--- config.mk ---
export PLATFORM = sky130hd
export DESIGN_NAME = gcsr_top
export DESIGN_NICKNAME = d
export VERILOG_FILES = /design/src/verilog/gcsr_pkg.sv /design/src/verilog/gcsr_top.sv
export SDC_FILE = /design/constraint.sdc
export NUM_CORES = 1
export LEC_CHECK = 0
export BUFFER_PORTS_ARGS = -buffer_cell sky130_fd_sc_hd__buf_4
export CELL_PAD_IN_SITES_DETAIL_PLACEMENT = 1
export CELL_PAD_IN_SITES_GLOBAL_PLACEMENT = 1
export CORE_MARGIN = 5
export CORE_UTILIZATION = 35
export CTS_BUF_LIST = sky130_fd_sc_hd__clkbuf_8 sky130_fd_sc_hd__clkbuf_16
export CTS_CLUSTER_DIAMETER = 60
export DETAILED_ROUTE_END_ITERATION = 8
export PLACE_DENSITY_LB_ADDON = 0.25
export SLEW_MARGIN = 20
export SYNTH_ARGS = -nofsm -noshare
export SYNTH_HDL_FRONTEND = slang
export SYNTH_SLANG_ARGS = --single-unit
--- constraint.sdc ---
create_clock -name clk_sys_i -period 2.03 [get_ports clk_sys_i]
set_clock_uncertainty 0.1 [all_clocks]
set_input_delay 0.203 -clock clk_sys_i [delete_from_list [all_inputs] [get_ports clk_sys_i]]
set_output_delay 0.203 -clock clk_sys_i [all_outputs]
set_load 0.02 [all_outputs]
--- src/verilog/gcsr_pkg.sv ---
// Constants, register map and carrier types of the global control and status register group.
// Notes on behaviour
// Writing one to soft reset resets everything; the code keeps the bus handshake and the pin synchronizers.
// Mode bit 7 enables the internal DMA.
// Interrupt pin style: 00 OD low, 01 PP low, 11 PP high.
// Oscillator power-down bit stops the internal oscillator.
// Bus request pin: 0 open drain, 1 push-pull.
// Shaper bypass bit: 0 shaper on, 1 bypassed.
// Global mode resets to 0b hexadecimal.
// Global interrupt mask forces interrupt pin inactive.
// Interrupt active while unmasked indication pending.
// Buffer status bits 7,5,3,1 show buffers.
// Status bit 7 flags port interrupt pending.
// Status bit 6 flags DMA interrupt pending.
// Status bits 5..0 flag channel status pending.
// Direction bit: 0 output, 1 input; reset ff.
// Port data reads pin level, writes output level.
// Summary follows sources; reading it clears nothing.
package gcsr_pkg;

   // Bus geometry: each register takes one aligned 32-bit word at four times its index.
   localparam int          ADDR_W        = 8;
   localparam int          IDX_W         = 6;
   localparam int          PORT_N        = 3;

   // Register indices.
   localparam logic [5:0]  IDX_CMD       = 6'h00;
   localparam logic [5:0]  IDX_MODE      = 6'h01;
   localparam logic [5:0]  IDX_DMA_BUFFER_STATUS      = 6'h02;
   localparam logic [5:0]  IDX_GSTAT     = 6'h03;
   localparam logic [5:0]  IDX_DIR       = 6'h05;
   localparam logic [5:0]  IDX_DAT       = 6'h07;
   localparam logic [5:0]  IDX_ISTAT     = 6'h08;
   localparam logic [5:0]  IDX_IMASK     = 6'h09;

   // Field positions.
   localparam int          CMD_SOFT_RST  = 0;
   localparam int          MODE_DMA      = 7;
   localparam int          MODE_IRQ_HI   = 5;
   localparam int          MODE_IRQ_LO   = 4;
   localparam int          MODE_OSC_PD   = 3;
   localparam int          MODE_BUS_REQUEST_OUT     = 2;
   localparam int          MODE_SHAPER   = 1;
   localparam int          MODE_GIM      = 0;

   // Interrupt pin style codes.
   localparam logic [1:0]  IRQ_OD_LOW    = 2'h0;
   localparam logic [1:0]  IRQ_PP_LOW    = 2'h1;
   localparam logic [1:0]  IRQ_PP_HIGH   = 2'h3;

   // Reset values.
   localparam logic [7:0]  MODE_RST      = 8'h0b;
   localparam logic [7:0]  DIR_RST       = 8'hff;
   localparam logic [2:0]  DAT_RST       = 3'h0;
   localparam logic [7:0]  ISTAT_RST     = 8'h00;
   localparam logic [7:0]  IMASK_RST     = 8'hff;

   // Answers.
   localparam logic [1:0]  RESP_OKAY     = 2'h0;
   localparam logic [1:0]  RESP_SLVERR   = 2'h2;

   // Pending summary from the source status registers, bit 7 first.
   typedef struct packed {
      logic       port_irq_pending;
      logic       dma_irq_pending;
      logic [2:0] chan_a_pending;
      logic [2:0] chan_b_pending;
   } gcsr_src_t;

   // Buffer in use per DMA direction, zero for base address one.
   typedef struct packed {
      logic tx_b_buffer_select;
      logic rx_b_buffer_select;
      logic tx_a_buffer_select;
      logic rx_a_buffer_select;
   } gcsr_bufsel_t;

   // Drive of one pin: level and output enable.
   typedef struct packed {
      logic out;
      logic oe;
   } gcsr_pin_t;

   // All state of the register group.
   typedef struct packed {
      logic                aw_got;
      logic [IDX_W-1:0]    aw_idx;
      logic                w_got;
      logic [7:0]          w_data;
      logic                w_en;
      logic                bvalid;
      logic [1:0]          bresp;
      logic                rvalid;
      logic [7:0]          rdata;
      logic [1:0]          rresp;
      logic                soft_rst;
      logic [7:0]          mode;
      logic [PORT_N-1:0]   dir;
      logic [PORT_N-1:0]   dat;
      logic [PORT_N-1:0]   pin_s1;
      logic [PORT_N-1:0]   pin_s2;
      logic [7:0]          gsum_prev;
      logic [7:0]          irq_stat;
      logic [7:0]          irq_mask;
   } gcsr_state_t;

endpackage : gcsr_pkg

--- src/verilog/gcsr_top.sv ---
// Global control and status registers behind an AXI4-Lite slave.
//
// The implementer's own choice: the AXI4-Lite interface to the registers.
`timescale 1ns/10ps
`default_nettype none
module gcsr_top (
   // Clock and reset
   input  wire logic                             clk_sys_i,
   input  wire logic                             rst_i,
   // AXI4-Lite write address and data
   input  wire logic                             s_axi_awvalid_i,
   output logic                                  s_axi_awready_o,
   input  wire logic [gcsr_pkg::ADDR_W-1:0]      s_axi_awaddr_i,
   input  wire logic                             s_axi_wvalid_i,
   output logic                                  s_axi_wready_o,
   input  wire logic [31:0]                      s_axi_wdata_i,
   input  wire logic [3:0]                       s_axi_wstrb_i,
   // AXI4-Lite write response
   output logic                                  s_axi_bvalid_o,
   input  wire logic                             s_axi_bready_i,
   output logic [1:0]                            s_axi_bresp_o,
   // AXI4-Lite read
   input  wire logic                             s_axi_arvalid_i,
   output logic                                  s_axi_arready_o,
   input  wire logic [gcsr_pkg::ADDR_W-1:0]      s_axi_araddr_i,
   output logic                                  s_axi_rvalid_o,
   input  wire logic                             s_axi_rready_i,
   output logic [31:0]                           s_axi_rdata_o,
   output logic [1:0]                            s_axi_rresp_o,
   // Device sources
   input  wire gcsr_pkg::gcsr_src_t              src_pending_i,
   input  wire gcsr_pkg::gcsr_bufsel_t           buf_select_i,
   input  wire logic                             bus_req_i,
   // Device controls
   output logic                                  soft_reset_o,
   output logic                                  internal_dma_enable_o,
   output logic                                  osc_power_down_o,
   output logic                                  shaper_bypass_o,
   // Pins
   output gcsr_pkg::gcsr_pin_t                   irq_pin_o,
   output gcsr_pkg::gcsr_pin_t                   bus_request_out_o,
   input  wire logic [gcsr_pkg::PORT_N-1:0]      port_pin_i,
   output logic [gcsr_pkg::PORT_N-1:0]           port_pin_o,
   output logic [gcsr_pkg::PORT_N-1:0]           port_pin_oe_o
);

   gcsr_pkg::gcsr_state_t q;
   gcsr_pkg::gcsr_state_t d;
   logic [7:0]            gsum;
   logic [7:0]            dma_buffer_status;
   logic                  wr_fire;
   logic                  rd_fire;
   logic                  wr_soft;
   logic [5:0]            rd_idx;
   logic                  irq_active;

   function automatic logic is_mapped(input logic [5:0] idx);
      is_mapped = (idx == gcsr_pkg::IDX_CMD)   || (idx == gcsr_pkg::IDX_MODE)  ||
                  (idx == gcsr_pkg::IDX_DMA_BUFFER_STATUS)  || (idx == gcsr_pkg::IDX_GSTAT) ||
                  (idx == gcsr_pkg::IDX_DIR)   || (idx == gcsr_pkg::IDX_DAT)   ||
                  (idx == gcsr_pkg::IDX_ISTAT) || (idx == gcsr_pkg::IDX_IMASK);
   endfunction : is_mapped

   // Drives an active-low line either open drain or push-pull.
   function automatic gcsr_pkg::gcsr_pin_t drive_low(input logic act, input logic pp);
      drive_low.out = pp ? ~act : 1'b0;
      drive_low.oe  = pp | act;
   endfunction : drive_low

   // summary mapping
   // live summary
   // The summary is wired straight from the sources, so reading it never disturbs them.
   assign gsum = src_pending_i;

   // buffer status view
   assign dma_buffer_status = q.mode[gcsr_pkg::MODE_DMA] ?
                 {buf_select_i.tx_b_buffer_select, 1'b0, buf_select_i.rx_b_buffer_select, 1'b0,
                  buf_select_i.tx_a_buffer_select, 1'b0, buf_select_i.rx_a_buffer_select, 1'b0}
                 : 8'h00;

   assign s_axi_awready_o = ~q.aw_got & ~q.bvalid;
   assign s_axi_wready_o  = ~q.w_got & ~q.bvalid;
   assign s_axi_arready_o = ~q.rvalid;
   assign s_axi_bvalid_o  = q.bvalid;
   assign s_axi_bresp_o   = q.bresp;
   assign s_axi_rvalid_o  = q.rvalid;
   assign s_axi_rdata_o   = {24'h000000, q.rdata};
   assign s_axi_rresp_o   = q.rresp;
   assign wr_fire         = q.aw_got & q.w_got;
   assign wr_soft         = wr_fire & q.w_en & (q.aw_idx == gcsr_pkg::IDX_CMD) &
                            q.w_data[gcsr_pkg::CMD_SOFT_RST];
   assign rd_fire         = s_axi_arvalid_i & ~q.rvalid;
   assign rd_idx          = s_axi_araddr_i[7:2];

   function automatic logic [7:0] rd_mux(input logic [5:0] idx, input gcsr_pkg::gcsr_state_t s,
                                         input logic [7:0] sum, input logic [7:0] buf_st);
      logic [7:0] v;
      v = 8'h00;
      unique case (idx)
         gcsr_pkg::IDX_MODE:  v = s.mode;
         gcsr_pkg::IDX_DMA_BUFFER_STATUS:  v = buf_st;
         gcsr_pkg::IDX_GSTAT: v = sum;
         // upper direction bits read one
         gcsr_pkg::IDX_DIR:   v = {gcsr_pkg::DIR_RST[7:3], s.dir};
         // pin level or driven level
         gcsr_pkg::IDX_DAT:   v = {5'h00, (s.dir & s.pin_s2) | (~s.dir & s.dat)};
         gcsr_pkg::IDX_ISTAT: v = s.irq_stat;
         gcsr_pkg::IDX_IMASK: v = s.irq_mask;
         default:             v = 8'h00;
      endcase
      rd_mux = v;
   endfunction : rd_mux

   always_comb begin
      d = q;
      // Address and data are taken independently, in either order.
      if (s_axi_awvalid_i && s_axi_awready_o) begin
         d.aw_got = 1'b1;
         d.aw_idx = s_axi_awaddr_i[7:2];
      end
      if (s_axi_wvalid_i && s_axi_wready_o) begin
         d.w_got  = 1'b1;
         d.w_data = s_axi_wdata_i[7:0];
         d.w_en   = s_axi_wstrb_i[0];
      end
      if (q.bvalid && s_axi_bready_i) begin
         d.bvalid = 1'b0;
      end
      if (wr_fire) begin
         d.aw_got = 1'b0;
         d.w_got  = 1'b0;
         d.bvalid = 1'b1;
         d.bresp  = is_mapped(q.aw_idx) ? gcsr_pkg::RESP_OKAY : gcsr_pkg::RESP_SLVERR;
      end
      if (q.rvalid && s_axi_rready_i) begin
         d.rvalid = 1'b0;
      end
      if (rd_fire) begin
         d.rvalid = 1'b1;
         d.rdata  = rd_mux(rd_idx, q, gsum, dma_buffer_status);
         d.rresp  = is_mapped(rd_idx) ? gcsr_pkg::RESP_OKAY : gcsr_pkg::RESP_SLVERR;
      end
      d.pin_s1    = port_pin_i;
      d.pin_s2    = q.pin_s1;
      d.gsum_prev = gsum;
      // Read clears the sticky bits; a new event in the same cycle still lands.
      if (rd_fire && rd_idx == gcsr_pkg::IDX_ISTAT) begin
         d.irq_stat = 8'h00;
      end
      d.irq_stat = d.irq_stat | (gsum & ~q.gsum_prev);
      if (wr_fire && q.w_en) begin
         unique case (q.aw_idx)
            // mode fields
            gcsr_pkg::IDX_MODE:  d.mode = {q.w_data[7], 1'b0, q.w_data[5:0]};
            gcsr_pkg::IDX_DIR:   d.dir = q.w_data[2:0];
            gcsr_pkg::IDX_DAT:   d.dat = q.w_data[2:0];
            gcsr_pkg::IDX_IMASK: d.irq_mask = q.w_data;
            default:             d.irq_mask = d.irq_mask;
         endcase
      end
      // self clearing command
      d.soft_rst = wr_soft;
      // full reset of fields
      // mode reset value
      // The bus handshake is left alone so that an answer in flight still completes.
      if (q.soft_rst) begin
         d.mode      = gcsr_pkg::MODE_RST;
         d.dir       = gcsr_pkg::DIR_RST[2:0];
         d.dat       = gcsr_pkg::DAT_RST;
         d.irq_stat  = gcsr_pkg::ISTAT_RST;
         d.irq_mask  = gcsr_pkg::IMASK_RST;
         d.gsum_prev = 8'h00;
      end
   end

   always_ff @(posedge clk_sys_i) begin
      if (rst_i) begin
         q <= '{aw_got: 1'b0, aw_idx: 6'h00, w_got: 1'b0, w_data: 8'h00, w_en: 1'b0,
                bvalid: 1'b0, bresp: 2'h0, rvalid: 1'b0, rdata: 8'h00, rresp: 2'h0,
                soft_rst: 1'b0, mode: gcsr_pkg::MODE_RST, dir: gcsr_pkg::DIR_RST[2:0],
                dat: gcsr_pkg::DAT_RST, pin_s1: 3'h0, pin_s2: 3'h0, gsum_prev: 8'h00,
                irq_stat: gcsr_pkg::ISTAT_RST, irq_mask: gcsr_pkg::IMASK_RST};
      end else begin
         q <= d;
      end
   end

   // global mask gate
   // unmasked pending drives
   assign irq_active = ~q.mode[gcsr_pkg::MODE_GIM] & (|(q.irq_stat & ~q.irq_mask));

   // interrupt pin style
   // The reserved code leaves the pin undriven rather than guess a polarity.
   always_comb begin
      unique case (q.mode[gcsr_pkg::MODE_IRQ_HI:gcsr_pkg::MODE_IRQ_LO])
         gcsr_pkg::IRQ_OD_LOW:  irq_pin_o = drive_low(irq_active, 1'b0);
         gcsr_pkg::IRQ_PP_LOW:  irq_pin_o = drive_low(irq_active, 1'b1);
         gcsr_pkg::IRQ_PP_HIGH: irq_pin_o = '{out: irq_active, oe: 1'b1};
         default:               irq_pin_o = '{out: 1'b0, oe: 1'b0};
      endcase
   end

   // bus request style
   assign bus_request_out_o     = drive_low(bus_req_i, q.mode[gcsr_pkg::MODE_BUS_REQUEST_OUT]);
   assign soft_reset_o          = q.soft_rst;
   // DMA enable out
   assign internal_dma_enable_o = q.mode[gcsr_pkg::MODE_DMA];
   // oscillator power down
   assign osc_power_down_o      = q.mode[gcsr_pkg::MODE_OSC_PD];
   // shaper bypass out
   assign shaper_bypass_o       = q.mode[gcsr_pkg::MODE_SHAPER];
   // direction steers drivers
   assign port_pin_oe_o         = ~q.dir;
   // driven output level
   assign port_pin_o            = q.dat;
endmodule : gcsr_top
`default_nettype wire

[Word level (Yosys, flattened, before mapping)]
Cells that the tools add are included.
Widths: inputs -> output; s select.
Storage, ports and cells
  flip-flop bits (word level): 75
  input port bits: 75
  output and inout port bits: 55
  logic and storage cells: 103
Operators by class
  equal/unequal tests: 16
  multiplexer cells: 11
  bitwise logic cells: 25
  reduce and logical (&&, ||, !) cells: 32
Operators with widths (count)
  $pmux 8 s7: 1
  $eq 6x2->1 const B: 4
  $eq 6x3->1 const B: 4
  $eq 6x4->1 const B: 4
  $and 8x8->8: 2
  $mux 8: 2
  $not 8->8: 2
  $logic_or 1x1->1: 14
  $eq 6x1->1 const B: 2
  $logic_not 6->1: 2
  $mux 11: 1
  $and 1x1->1: 8
  $or 8x8->8: 1
  $reduce_and 2->1: 4
  $reduce_or 8->1: 1
  $not 1->1: 7
  $and 3x3->3: 2
  $logic_and 1x1->1: 6
  $pmux 2 s3: 1
  $mux 2: 2
  $reduce_bool 2->1: 2
  $reduce_or 2->1: 2
  $mux 1: 3
  $mux 3: 1
  6 further kinds: 6

[Longest topological paths before layout]
  word-level depth: 10
  depth in mapped cells: 7

[Worst setup path after synthesis]
Ideal clock, no wire load.
  path type: register to register
  start: register q[72] (netlist name)
  end: register q, in the netlist port_pin_o[0]
  arrival: 1492 ps
  required time: 1806 ps
  slack: 314 ps
  stages on the path, launching flop included: 5
  buffers on the path: 0
  cell sequence: dfxtp_1 > nor4b_1 > nand3_1 > mux2i_1 > nor2_1
On the way
  word-level cells in the longest chain between the ends: 2
RTL lines
  start: declaration: RTL line gcsr_top.sv:47  | gcsr_pkg::gcsr_state_t q;
  start signal: assignment: RTL line gcsr_top.sv:178  | q <= '{aw_got: 1'b0, aw_idx: 6'h00, w_got: 1'b0, w_data: 8'h00, w_en: 1'b0,
  $eq 6x3->1: RTL line gcsr_top.sv:152  | unique case (q.aw_idx)
  $reduce_and 2->1 (no source line)
Every way passes these cells.
A chain may end at the register's enable or synchronous reset.

==> results.md <==
- Status: finished, violations left
- Failing checks: negative setup slack
- Fill cells: approximately 1200
- Clock Tree Root: clkbuf_8
- Chip height: roughly 110 um
- Vias in the first global route: ~3000
- Most used DFF post-synth: dfxtp_1
- Max-cap violations: 0
- Largest stage delay on the critical path: between 0.3 and 0.4 ns
- Initial antenna violation count: 0
- CTS Sinks: 73
- Clk buf depth: 2
- Fin area: roughly 0.0043 mm2
- Post-synth EDFFs: 0
- Worst setup SP type: flop
- Crit Path Class: flop to output pin
- CP Max Fanout: 2
- LEAKAGE: between 2 and 2.5 nW
- Post-synthesis sequential area ratio: 43.5%
- Vias per std cell: between 4 and 5
- TritonCTS clock tree: done
- Num rows: 35
- Final ANT Viol Nets: 0
- Crit path time final: between 2 and 2.5 ns
- Worst slew margin: approximately 54%
- Initial DRC count: ~100
- Hold/Removal Path Class: input pin to flop
- Distinct cells, synth: 50
- IO Count: 130
- Cell taking the most area after synthesis: dfxtp_1
- Top Metal Used: met4
- Cts bufs inserted: 9
- Cell Chain, Critical Path: inv_1 > o22ai_2 > o41ai_2 > buf_4 > xor2_1 > and2_4 > buf_6
- F_max: 0.488 GHz
- Setup ws final: -0.0205 ns
- Worst-Skew Late Latency: between 0.3 and 0.4 ns
- Met1 wire length: 4.23 mm
- GRT Resource Usage Total: ~16%
- Drt total wl: around 9.3 mm
- Metal2 WL: approximately 4.6 mm
- Cells after Synth: roughly 400
- Max Slew Vio Count: 0
- Worst-Margin Slew: about 0.7 ns
- Min Hold Slack: between 0.02 and 0.03 ns
- Total die area: between 0.01 and 0.015 mm2
- Final period utilization: 101%
- Buffers on Ports: 72
- Final nets: 568
- Cell family with most CP delay: compound AO/OA/AOI/OAI gates
- Yosys top cell area share: 43.5%
- Area grow syn2layout: 29.0%
- Ys async rst share: 0%
- Core Area: 0.00928 mm2
- Placed cell area: 0.00388 mm2
- Die X: 108 um
- Vias: roughly 3000
- Setup TNS: -0.0205 ns
- Peak VDD IR: between 0.0002 and 0.0003 V
- Count of final setup violators: 1
- Unrepaired setup endpoints after global routing: true
- DRT Pass-1 Iters: 6
- Warnings, synthesis: 0
- GPL Wtd Cong: 0.811
- Share of cells above drive strength 1: between 20% and 30%
- Crit end category: output pin
- Grt ovf: 0
- PwrDens: a little under 700 mW/mm2
- Initial Util: a little over a third
- Htree depth: 3
- Cells after DPL: between 500 and 600
- Post-detail-place hpwl: about 7 mm
- Setup WS pre-CTS: about 0.18 ns
- Slowest library cell on the worst path: o41ai_2
- Final Hold Viols: 0
- Post-route DRC: 0
- Finished Layout Cells: roughly 630
- Mapped Area: between 0.003 and 0.004 mm2
- Worst-path clk slew: 0.07 ns
- Antenna cells: 0
- WL per Instance: 14.8 um
- Largest net degree at the start of global routing: 38
- Critical Path AT: between 1.5 and 2 ns
- First-pass GRT wire length: 15.0 mm
- Routed length on met3: approximately 390 um
- Avg Cell Area, Syn: 8.35 um2
- Worst endpoint required time: 1.73 ns
- CP bufs+invs: 3
- Number of synthesized register bits: 73
- Synth area leaders: dfxtp_1 (44%), buf_4 (8.7%), nand2_1 (8.2%)
==> metal layers <==
| metal | vias up | GRT usage, % |
|---|---|---|
| li1 | 1478 | - |
| met1 | 1437 | 20.9 |
| met2 | 70 | 27.7 |
| met3 | 8 | 2.88 |
| met4 | 0 | 6.04 |
| met5 | - | 0 |
==> stage by stage <==
| stage | total power, mW | utilization, % |
|---|---|---|
| after floorplan | 1.85 | - |
| after global placement | 1.96 | 41.8 |
| after detailed placement | 1.97 | 41.8 |
| after CTS | 3.02 | 46.5 |
| after global routing | 3.14 | 46.6 |
| final | 2.98 | 46.6 |
==> area by class of cell <==
cell class | count | area (um2) | area share (%)
multi-input cells | 274 | 1550 | 35.7
flip-flops and latches | 73 | 1470 | 34.0
repair buffers | 110 | 882 | 20.4
well taps | 129 | 161 | 3.73
clock buffers | 11 | 151 | 3.50
inverters | 25 | 93.8 | 2.17
clock inverters | 5 | 22.5 | 0.520
==> flip-flops by register name, indices dropped and copies added, names as in the netlist <==
name,cells
s_axi_rvalid_o,1
d,3
shaper_bypass_o,1
osc_power_down_o,1
soft_reset_o,1
s_axi_bresp_o,1
s_axi_rdata_o,8
q,51
s_axi_bvalid_o,1
internal_dma_enable_o,1
port_pin_o,3
s_axi_rresp_o,1
==> what timing repair did <==
| action | in CTS | in global routing |
|---|---|---|
| gates resized for setup | 11 | 2 |
| setup endpoints to repair | 1 | 1 |
| hold endpoints to repair | 21 | 0 |
| setup buffers | 3 | 1 |
| pin swaps | 2 | 1 |
| hold buffers | 21 | 0 |
==> power by group <==
group	switching, mW	total, mW	leakage, nW	internal (mW)
Clock	0.508	1.00	0.101	0.496
Sequential	0.0495	1.54	0.596	1.49
Combinational	0.238	0.431	1.32	0.194
==> worst paths after layout <==
kind                            from                 end  slack, ns  cells after the start
min reg2reg         q[23]$_SDFF_PP0_    q[15]$_SDFF_PP0_       0.32                      1
min                 s_axi_wdata_i[2]  q[62]$_SDFFE_PP0P_       0.03                      3
max reg2reg  soft_reset_o$_SDFF_PP0_    q[14]$_SDFF_PP0_       0.37                      4
max                 q[15]$_SDFF_PP0_        irq_pin_o[1]      -0.02                      7
==> cell usage in the layout (no fill, tap or decap), types with 2 or more instances in the layout <==
cell,netlist,layout
buf_4,39,88
nand2_1,73,73
dfxtp_1,73,65
inv_1,25,26
a21oi_1,26,26
conb_1,1,26
nand3_1,23,23
nor2_1,22,22
dlygate4sd3_1,0,21
mux2i_1,20,20
clkbuf_8,0,11
nor2b_1,10,10
o21ai_0,10,10
dfxtp_2,0,8
nand2b_1,5,5
a221oi_1,5,5
a211oi_1,5,5
a22o_1,4,4
o22ai_1,4,3
clkinv_2,0,3
or2_2,2,2
nor3_1,2,2
and2_1,3,2
nor4_1,2,2
and3b_1,2,2
nand4b_1,2,2
nor4bb_1,2,2
a31oi_1,2,2
a222oi_1,2,2
o21a_1,2,2
==> kinds of logic after synthesis <==
kind of cell    synth area share [%]
xor+xnor                       0.522
buf+inv                         13.6
other cells                    0.112
mux                             6.30
compound gates                  13.0
flops                           43.5
simple gates                    22.8
==> cells in the mapped netlist, types with 2 or more instances <==
| cell type | instances |
|---|---|
| clkbuf_1 | 10 |
| a221oi_1 | 5 |
| nor4_1 | 2 |
| and3b_1 | 2 |
| nor3_1 | 2 |
| nor4bb_1 | 2 |
| nor2_1 | 22 |
| a22o_1 | 4 |
| nand2_1 | 73 |
| a31oi_1 | 2 |
| nor2b_1 | 10 |
| dfxtp_1 | 73 |
| o21a_1 | 2 |
| buf_4 | 39 |
| nand3_1 | 23 |
| buf_2 | 3 |
| o21ai_0 | 10 |
| o22ai_1 | 4 |
| nand4b_1 | 2 |
| mux2i_1 | 20 |
| buf_1 | 2 |
| and2_1 | 3 |
| or2_2 | 2 |
| a21oi_1 | 26 |
| a222oi_1 | 2 |
| inv_1 | 25 |
| a211oi_1 | 5 |
| nand2b_1 | 5 |
==> worst min-delay path: cells and delay by family <==
kind | cells | cell delay [ns]
compound gates | 1 | 0.05
buf+inv | 1 | 0.11
simple gates | 1 | 0.05
(Power assumes the default switching activity.)
